<file path="config.mk">
export PLATFORM = sky130hd
export DESIGN_NAME = t1ld_top
export DESIGN_NICKNAME = d
export VERILOG_FILES = /design/src/t1ld_pkg.sv /design/src/t1ld_pair_buf.sv /design/src/t1ld_top.sv
export VERILOG_INCLUDE_DIRS = /design/src
export SDC_FILE = /design/constraint.sdc
export NUM_CORES = 2
export LEC_CHECK = 0
export ABC_AREA = 1
export BUFFER_PORTS_ARGS = -buffer_cell sky130_fd_sc_hd__buf_2
export CAP_MARGIN = 20
export CELL_PAD_IN_SITES_DETAIL_PLACEMENT = 0
export CELL_PAD_IN_SITES_GLOBAL_PLACEMENT = 1
export CORE_AREA = 2 2 356 358
export CTS_CLUSTER_SIZE = 20
export DETAILED_ROUTE_END_ITERATION = 8
export DIE_AREA = 0 0 358 360
export PLACE_DENSITY = 0.76
export SLEW_MARGIN = 20
export SYNTH_ARGS = -nofsm -noshare
export SYNTH_HDL_FRONTEND = slang
export SYNTH_SLANG_ARGS = --single-unit
</file>
<file path="constraint.sdc">
create_clock -name clk -period 3.34 [get_ports clk]
set_input_delay 0.668 -clock clk [delete_from_list [all_inputs] [get_ports clk]]
set_output_delay 0.668 -clock clk [all_outputs]
set_load 0.05 [all_outputs]
</file>
<file path="src/t1ld_consts.svh">
`ifndef T1LD_CONSTS_SVH
`define T1LD_CONSTS_SVH

// register offsets on the parallel control port
`define T1LD_CTL3_OFS 8'h30
`define T1LD_INFO2_OFS 8'h31

// common_control_three field positions
`define T1LD_LIRESET_BIT 0
`define T1LD_LUP_BIT 1
`define T1LD_LDN_BIT 2
`define T1LD_ENF_BIT 3
`define T1LD_CTL3_RST 8'h00

// receive_info_two field positions
`define T1LD_RIR_TX_BIT 0
`define T1LD_RIR_RX_BIT 1

// density limits
`define T1LD_ZERO_RUN_MAX 15
`define T1LD_WIN_UNIT 8
`define T1LD_WIN_N_MAX 23
`define T1LD_HIST_LEN 192

// loop code lengths
`define T1LD_LUP_LEN 5
`define T1LD_LDN_LEN 3

// timing
`define T1LD_CLK_PERIOD_NS 25
`define T1LD_LI_RECOVER_MS 40
`define T1LD_LI_RECOVER_CYC ((`T1LD_LI_RECOVER_MS * 1000000) / `T1LD_CLK_PERIOD_NS)

`endif

</file>
<file path="src/t1ld_pkg.sv">
package t1ld_pkg;

  // loop code selection on the transmit path
  typedef enum logic [1:0] {
    T1LD_LOOP_NONE = 2'b00,
    T1LD_LOOP_UP = 2'b01,
    T1LD_LOOP_DOWN = 2'b10
  } t1ld_loop_e;

  // line interface recovery state
  typedef enum logic [0:0] {
    T1LD_LI_IDLE = 1'b0,
    T1LD_LI_RECOVER = 1'b1
  } t1ld_li_e;

endpackage : t1ld_pkg

</file>
<file path="src/t1ld_pair_buf.sv">
`timescale 1ns/1ps
module t1ld_pair_buf #(
  parameter int WIDTH = 1
) (
  input wire logic clk,
  input wire logic rstn,
  input wire logic in_valid,
  output logic in_ready,
  input wire logic [WIDTH-1:0] in_data,
  output logic out_valid,
  input wire logic out_ready,
  output logic [WIDTH-1:0] out_data
);

  logic [WIDTH-1:0] slot0_r, slot0_nxt, slot1_r, slot1_nxt;
  logic v0_r, v0_nxt, v1_r, v1_nxt, rdy_r, rdy_nxt;
  logic push, pop;

  assign push = in_valid & rdy_r;
  assign pop = v0_r & out_ready;
  assign in_ready = rdy_r;
  assign out_valid = v0_r;
  assign out_data = slot0_r;

  // pop first, then fill the first free slot
  always_comb
  begin
    slot0_nxt = slot0_r;
    slot1_nxt = slot1_r;
    v0_nxt = v0_r;
    v1_nxt = v1_r;
    if (pop)
    begin
      slot0_nxt = slot1_r;
      v0_nxt = v1_r;
      v1_nxt = 1'b0;
    end
    if (push)
    begin
      if (!v0_nxt)
      begin
        slot0_nxt = in_data;
        v0_nxt = 1'b1;
      end
      else
      begin
        slot1_nxt = in_data;
        v1_nxt = 1'b1;
      end
    end
    rdy_nxt = ~v1_nxt; // ready registered, so it lags a pop by one cycle
  end

  always_ff @(posedge clk or negedge rstn)
  begin
    if (!rstn)
    begin
      slot0_r <= '0;
      slot1_r <= '0;
      v0_r <= 1'b0;
      v1_r <= 1'b0;
      rdy_r <= 1'b0;
    end
    else
    begin
      slot0_r <= slot0_nxt;
      slot1_r <= slot1_nxt;
      v0_r <= v0_nxt;
      v1_r <= v1_nxt;
      rdy_r <= rdy_nxt;
    end
  end

endmodule : t1ld_pair_buf

</file>
<file path="src/t1ld_top.sv">
// Operation
// - loop-up bit set sends the loop-up code, loop-down bit set sends the loop-down code.
// - framing bit positions carry the framing bit even while a loop code is sent.
// - the loop code lasts while its bit is set and normal payload returns when cleared.
// - both transmit and receive streams are always monitored for ones density.
// - a run of more than 15 zeros is a violation.
// - fewer than N ones in any 8 x (N+1) bit window, N from 1 to 23, is a violation.
// - transmit violations latch in info bit 0, receive violations in info bit 1.
// - with density enforce set the transmit stream is altered so it never violates.
// - a 0-to-1 change of the line interface reset bit resets the line interface.
// - the line interface needs about 40 ms to recover after that reset.
`timescale 1ns/1ps
`include "t1ld_consts.svh"
module t1ld_top #(
  parameter int unsigned LI_RECOVER_CYCLES = `T1LD_LI_RECOVER_CYC
) (
  input wire logic clk,
  input wire logic rstn,
  input wire logic [7:0] bus_addr,
  input wire logic [7:0] bus_wdata,
  input wire logic bus_wr,
  input wire logic bus_rd,
  output logic [7:0] bus_rdata,
  input wire logic tx_pay_bit,
  input wire logic tx_frame_pos,
  input wire logic tx_pay_valid,
  output logic tx_pay_ready,
  output logic tx_line_bit,
  output logic tx_line_valid,
  input wire logic tx_line_ready,
  input wire logic rx_line_data,
  input wire logic rx_line_strobe,
  output logic li_reset_pulse,
  output logic li_recovering
);

  logic [7:0] ctl3_r, ctl3_nxt, rdata_r, rdata_nxt;
  logic [1:0] info_r, info_nxt;
  logic [1:0] mon_take, mon_bit, zero_bad, viol;
  t1ld_pkg::t1ld_loop_e loop_mode;
  logic [2:0] up_ph_r, up_ph_nxt;
  logic [1:0] dn_ph_r, dn_ph_nxt;
  logic accept, pre_bit, push_bit, buf_ready;

  // register file on the parallel port
  always_comb
  begin
    ctl3_nxt = ctl3_r;
    info_nxt = info_r;
    rdata_nxt = rdata_r;
    if (bus_wr && bus_addr == `T1LD_CTL3_OFS)
      ctl3_nxt = bus_wdata;
    if (bus_wr && bus_addr == `T1LD_INFO2_OFS)
      info_nxt = info_r & ~bus_wdata[1:0];
    info_nxt = info_nxt | viol; // set beats a same-cycle clear
    if (bus_rd)
    begin
      if (bus_addr == `T1LD_CTL3_OFS)
        rdata_nxt = ctl3_r;
      else if (bus_addr == `T1LD_INFO2_OFS)
        rdata_nxt = {6'h00, info_r};
      else
        rdata_nxt = 8'h00;
    end
  end

  always_ff @(posedge clk or negedge rstn)
  begin
    if (!rstn)
    begin
      ctl3_r <= `T1LD_CTL3_RST;
      info_r <= 2'h0;
      rdata_r <= 8'h00;
    end
    else
    begin
      ctl3_r <= ctl3_nxt;
      info_r <= info_nxt;
      rdata_r <= rdata_nxt;
    end
  end

  assign bus_rdata = rdata_r;

  // loop code selection; both bits set is illegal, loop-up then wins
  always_comb
  begin
    if (ctl3_r[`T1LD_LUP_BIT])
      loop_mode = t1ld_pkg::T1LD_LOOP_UP;
    else if (ctl3_r[`T1LD_LDN_BIT])
      loop_mode = t1ld_pkg::T1LD_LOOP_DOWN;
    else
      loop_mode = t1ld_pkg::T1LD_LOOP_NONE;
  end

  assign accept = tx_pay_valid & buf_ready;

  // loop code phase, advanced only on payload bits so the code stays aligned
  always_comb
  begin
    up_ph_nxt = up_ph_r;
    dn_ph_nxt = dn_ph_r;
    if (loop_mode != t1ld_pkg::T1LD_LOOP_UP)
      up_ph_nxt = 3'h0;
    else if (accept && !tx_frame_pos)
      up_ph_nxt = (up_ph_r == 3'(`T1LD_LUP_LEN - 1)) ? 3'h0 : up_ph_r + 3'h1;
    if (loop_mode != t1ld_pkg::T1LD_LOOP_DOWN)
      dn_ph_nxt = 2'h0;
    else if (accept && !tx_frame_pos)
      dn_ph_nxt = (dn_ph_r == 2'(`T1LD_LDN_LEN - 1)) ? 2'h0 : dn_ph_r + 2'h1;
  end

  always_ff @(posedge clk or negedge rstn)
  begin
    if (!rstn)
    begin
      up_ph_r <= 3'h0;
      dn_ph_r <= 2'h0;
    end
    else
    begin
      up_ph_r <= up_ph_nxt;
      dn_ph_r <= dn_ph_nxt;
    end
  end

  // outgoing bit: framing first, then loop code, then payload
  always_comb
  begin
    if (tx_frame_pos)
      pre_bit = tx_pay_bit;
    else
    begin
      case (loop_mode)
        t1ld_pkg::T1LD_LOOP_UP: pre_bit = (up_ph_r == 3'(`T1LD_LUP_LEN - 1));
        t1ld_pkg::T1LD_LOOP_DOWN: pre_bit = (dn_ph_r == 2'(`T1LD_LDN_LEN - 1));
        default: pre_bit = tx_pay_bit;
      endcase
    end
    // a zero that would break density is turned into a one, framing included
    push_bit = pre_bit | (ctl3_r[`T1LD_ENF_BIT] & zero_bad[0]);
  end

  // receive pins cross in through two flops before anything reads them
  logic rx_d_s1, rx_d_s2, rx_k_s1, rx_k_s2, rx_k_s3;
  always_ff @(posedge clk or negedge rstn)
  begin
    if (!rstn)
    begin
      rx_d_s1 <= 1'b0;
      rx_d_s2 <= 1'b0;
      rx_k_s1 <= 1'b0;
      rx_k_s2 <= 1'b0;
      rx_k_s3 <= 1'b0;
    end
    else
    begin
      rx_d_s1 <= rx_line_data;
      rx_d_s2 <= rx_d_s1;
      rx_k_s1 <= rx_line_strobe;
      rx_k_s2 <= rx_k_s1;
      rx_k_s3 <= rx_k_s2;
    end
  end

  assign mon_take = {rx_k_s2 & ~rx_k_s3, accept};
  assign mon_bit = {rx_d_s2, push_bit};

  // density monitors, index 0 transmit, index 1 receive
  for (genvar s = 0; s < 2; s++)
  begin : g_mon
    logic [`T1LD_HIST_LEN-1:0] hist_r, hist_nxt;
    logic [4:0] zrun_r, zrun_nxt;
    logic [7:0] fill_r, fill_nxt;
    logic [7:0] cnt_r [`T1LD_WIN_N_MAX];
    logic [7:0] cnt_nxt [`T1LD_WIN_N_MAX];
    logic bad;

    // bad means a zero now would violate; a one never can
    always_comb
    begin
      bad = (zrun_r >= 5'(`T1LD_ZERO_RUN_MAX));
      hist_nxt = hist_r;
      zrun_nxt = zrun_r;
      fill_nxt = fill_r;
      for (int n = 1; n <= `T1LD_WIN_N_MAX; n++)
      begin
        cnt_nxt[n-1] = cnt_r[n-1];
        if (fill_r + 8'h01 >= 8'(`T1LD_WIN_UNIT * (n + 1)) &&
            (cnt_r[n-1] - 8'(hist_r[`T1LD_WIN_UNIT * (n + 1) - 1])) < 8'(n))
          bad = 1'b1;
        if (mon_take[s])
          cnt_nxt[n-1] = cnt_r[n-1] + 8'(mon_bit[s]) -
                         8'(hist_r[`T1LD_WIN_UNIT * (n + 1) - 1]);
      end
      if (mon_take[s])
      begin
        hist_nxt = {hist_r[`T1LD_HIST_LEN-2:0], mon_bit[s]};
        if (mon_bit[s])
          zrun_nxt = 5'h00;
        else if (zrun_r != 5'h1f)
          zrun_nxt = zrun_r + 5'h01;
        if (fill_r != 8'(`T1LD_HIST_LEN))
          fill_nxt = fill_r + 8'h01;
      end
    end

    always_ff @(posedge clk or negedge rstn)
    begin
      if (!rstn)
      begin
        hist_r <= '0;
        zrun_r <= 5'h00;
        fill_r <= 8'h00;
        for (int n = 0; n < `T1LD_WIN_N_MAX; n++)
          cnt_r[n] <= 8'h00;
      end
      else
      begin
        hist_r <= hist_nxt;
        zrun_r <= zrun_nxt;
        fill_r <= fill_nxt;
        cnt_r <= cnt_nxt;
      end
    end

    assign zero_bad[s] = bad;
    assign viol[s] = mon_take[s] & ~mon_bit[s] & bad;
  end

  // two-entry buffer so a stalled encoder loses no bit
  t1ld_pair_buf #(
    .WIDTH(1)
  ) u_txbuf (
    .clk(clk),
    .rstn(rstn),
    .in_valid(tx_pay_valid),
    .in_ready(buf_ready),
    .in_data(push_bit),
    .out_valid(tx_line_valid),
    .out_ready(tx_line_ready),
    .out_data(tx_line_bit)
  );

  assign tx_pay_ready = buf_ready;

  // line interface reset on a rising reset bit, then a recovery window
  t1ld_pkg::t1ld_li_e li_st_r, li_st_nxt;
  logic li_prev_r, li_pulse_r, li_pulse_nxt, li_rec_r;
  logic [31:0] li_cnt_r, li_cnt_nxt;

  always_comb
  begin
    li_pulse_nxt = ctl3_r[`T1LD_LIRESET_BIT] & ~li_prev_r;
    li_st_nxt = li_st_r;
    li_cnt_nxt = li_cnt_r;
    case (li_st_r)
      t1ld_pkg::T1LD_LI_IDLE:
      begin
        if (li_pulse_r)
        begin
          li_st_nxt = t1ld_pkg::T1LD_LI_RECOVER;
          li_cnt_nxt = 32'h0;
        end
      end
      default:
      begin
        // a fresh toggle restarts the wait, it cannot be shortened
        if (li_pulse_r)
          li_cnt_nxt = 32'h0;
        else if (li_cnt_r == LI_RECOVER_CYCLES - 1)
          li_st_nxt = t1ld_pkg::T1LD_LI_IDLE;
        else
          li_cnt_nxt = li_cnt_r + 32'h1;
      end
    endcase
  end

  always_ff @(posedge clk or negedge rstn)
  begin
    if (!rstn)
    begin
      li_st_r <= t1ld_pkg::T1LD_LI_IDLE;
      li_prev_r <= 1'b0;
      li_pulse_r <= 1'b0;
      li_rec_r <= 1'b0;
      li_cnt_r <= 32'h0;
    end
    else
    begin
      li_st_r <= li_st_nxt;
      li_prev_r <= ctl3_r[`T1LD_LIRESET_BIT];
      li_pulse_r <= li_pulse_nxt;
      li_rec_r <= (li_st_nxt == t1ld_pkg::T1LD_LI_RECOVER);
      li_cnt_r <= li_cnt_nxt;
    end
  end

  assign li_reset_pulse = li_pulse_r;
  assign li_recovering = li_rec_r;
endmodule : t1ld_top

</file>
==> reports/results.ini <==
[drt]
drc_errors=0
vias=44400
viasPerCell=4.76
wl_per_cell_um=12.6
firstDrtPassIters=8
first_iter_violations=2304
antenna_left=0
drt_wl_total_um=118000

[sta]
fmaxAchievable_mhz=264
slew_viol_final=0
worstMarginPinSlew_ns=1.01
fin_crit_sh_pct=113
min_period_ns=3.79
slew_headroom_pct=33.0
skew_ns=0.0219
hold_viol_final=0
holdWs_ns=0.0687
rsz0062_at_grt=true
finalSetupViolCount=96
setup_slack_ns=-0.448

[grt]
grt_pass1_wl_um=206000
antenna_found_initial=0
grt_pass1_vias=44200
grt_start_max_net_pins=164
grt_usage_pct=18.7
grt-ovfl-total=0

[finish]
diodes=0
nets=8331
fillCellCount=11800
final_cells=9321
syn2layout_area_growth_pct=21.2
drive_above_1_share_pct=15.5
design_area_sq_um=66100

[yosys]
yosysTopAreaCell=dfrtp_1
synth.area.top_cells=dfrtp_1 39%, ha_1 15%, nand2_1 15%
ys_seq_elements=846
ys_types=47
synthArstFlopShare_pct=100
synth_flop_cell=dfrtp_1
yosysSeqAreaShare_pct=38.8
netlist_area_sq_um=54600
synth_warnings=0
syn_nets=7768
synth_top_area_share_pct=38.8
avgSynthCellArea_sq_um=7.77
yosysMostFrequentCell=nand2_1
synth_enable_flop_cells=0
postSynthCellCount=7027
synth_commonest_cells=2151 x nand2_1, 846 x dfrtp_1, 837 x inv_1, 772 x nor2_1, 669 x ha_1

[flow_run]
drv_cap=0

[floorplan]
ioPinCount=39
die_w_um=358
initial_core_util_pct=43.7
dieArea_sq_um=129000
row_count=130
dieHeight_um=360
coreArea_sq_um=125000

[worst_setup_path]
critPathLaunchType=flip-flop
crit_required_ns=3.93
crit_path_frequent_cell=nor2_1
worstPathArrival_ns=4.37
endpoint_kind=flip-flop
worst_path_max_delay_cell=dfrtp_1
crit_type=flip-flop to flip-flop
slowest_delay_ns=0.38
crit_fanout=8
regToRegEndpoint=g_mon[0].cnt_r[175]
rrSetupSlack_ns=-0.45
reg2regPathDepth=34
reg2reg_from=g_mon[0].cnt_r[40]

[power]
peakVddDrop_mv=0.501
comb_power_share_pct=56.5
leakagePower_nw=34.0
p_int_w=0.0347
p_switching_w=0.0251
netSwitchingFraction_pct=42.0
p_clk_share_pct=19.1
seqPwrFrac_pct=24.4
p_per_area_nw_per_um2=906

[cts]
clock_latency_ns=0.71
clk_path_buf_depth=3
clk_pin_slew_worst_paths_ns=0.06
htreeDepth=3
tritoncts=built
clockRootBuffer=clkbuf_16
cts.sinks=846
numCtsBuffers=101

[run_status]
violations=negative setup slack
status=finished, violations left

[hold_path]
hold_end=rx_k_s1
min_from=rx_line_strobe
whs_path_depth=1
hold_class=input pin to flip-flop

[placement]
gp_congestion=0.852
numPlacedInstances=9072
io_buffers=38
place_ws_ns=-0.626
dp_hpwl_um=80400
place_area_sq_um=60700

placed cells by master, fill, tap and decap left out, types with 102 or more instances in the layout:
cell type,instances
nand3_1,223
nand2_1,2132
buf_4,539
dfrtp_1,844
ha_1,592
o21ai_1,123
nor2_1,701
a21oi_1,143
xor2_1,175
clkbuf_16,102
o21bai_1,102
o21ai_0,362
inv_1,766
registers in the layout (all words and copies together), names as in the netlist, 2 cells and up:
name / cells
g_mon.fill_r: 16
dn_ph_r: 2
g_mon.hist_r: 384
li_cnt_r: 32
g_mon.zrun_r: 10
ctl3_r: 8
up_ph_r: 3
info_r: 2
bus_rdata: 8
g_mon.cnt_r: 368
final cells by class:
class	instances	area [sq um]	share of cell area, %
Clock buffer	138	2870	4.34
Clock inverter	46	558	0.844
Multi-Input combinational cell	5166	31200	47.2
Inverter	843	3190	4.83
Sequential cell	846	21200	32.0
Tap cell	1650	2060	3.12
Timing Repair Buffer	632	5080	7.69
metal layers:
layer | vias up | global-route usage [%] | wire length (um)
met5 | - | 0 | 0
met4 | 0 | 4.78 | 2190
met3 | 134 | 2.08 | 2840
met2 | 351 | 32.3 | 56300
met1 | 20600 | 24.8 | 56500
li1 | 23300 | - | -
worst max-delay path, delay by kind of cell (launching register included):
family	cells	cell delay, ns
adder cells (fa/ha/maj)	3	0.54
AND/OR/NAND/NOR	23	1.81
XOR/XNOR	1	0.14
buffers and inverters	4	0.38
flip-flops	1	0.38
AO/OA/AOI/OAI	3	0.40
power by group through the flow:
stage	clock, W	combinational, W	sequential, W
3_5_place_dp	0	0.0311	0.0147
3_3_place_gp	0	0.0307	0.0147
4_1_cts	0.0118	0.0326	0.0146
5_1_grt	0.0122	0.0391	0.0150
2_1_floorplan	0	0.0214	0.0147
6_report	0.0114	0.0339	0.0146
per-stage QoR:
stage	TNS, ns	utilization (%)	total power (W)
2_1_floorplan	-0.385	-	0.0361
3_3_place_gp	-34.23	48.6	0.0454
3_5_place_dp	-39.56	48.6	0.0458
4_1_cts	-23.10	52.2	0.0590
5_1_grt	-50.38	52.9	0.0663
6_report	-21.99	52.9	0.0599
what timing repair did:
action                     CTS  global route
hold endpoints to repair    27             0
resized for setup          244           281
setup endpoints to repair  122           156
hold buffers                 1             0
pin swaps                  150           210
setup buffers               50            49
worst max-delay path by stage:
| stage | depth (start not counted) | from | slack [ns] | to |
|---|---|---|---|---|
| 4_1_cts | 30 | g_mon[0].hist_r[95] | -0.43 | g_mon[0].cnt_r[70] |
| 3_3_place_gp | 31 | g_mon[0].cnt_r[96] | -0.61 | g_mon[0].cnt_r[62] |
| 5_1_grt | 32 | g_mon[0].hist_r[79] | -0.73 | g_mon[0].cnt_r[167] |
| 3_5_place_dp | 31 | g_mon[0].cnt_r[96] | -0.63 | g_mon[0].cnt_r[62] |
| 2_1_floorplan | 31 | g_mon[0].cnt_r[40] | -0.03 | g_mon[0].cnt_r[62] |
| 6_report | 34 | g_mon[0].cnt_r[40] | -0.45 | g_mon[0].cnt_r[175] |
cells by family after synthesis:
group | share of synthesized area, %
fa+ha+maj | 17.0
buf+inv | 7.01
xor+xnor | 4.14
flops | 38.8
compound gates | 9.05
simple gates | 24.0
mux | 0.0183
Note: power is estimated with default switching activity, not from simulation.
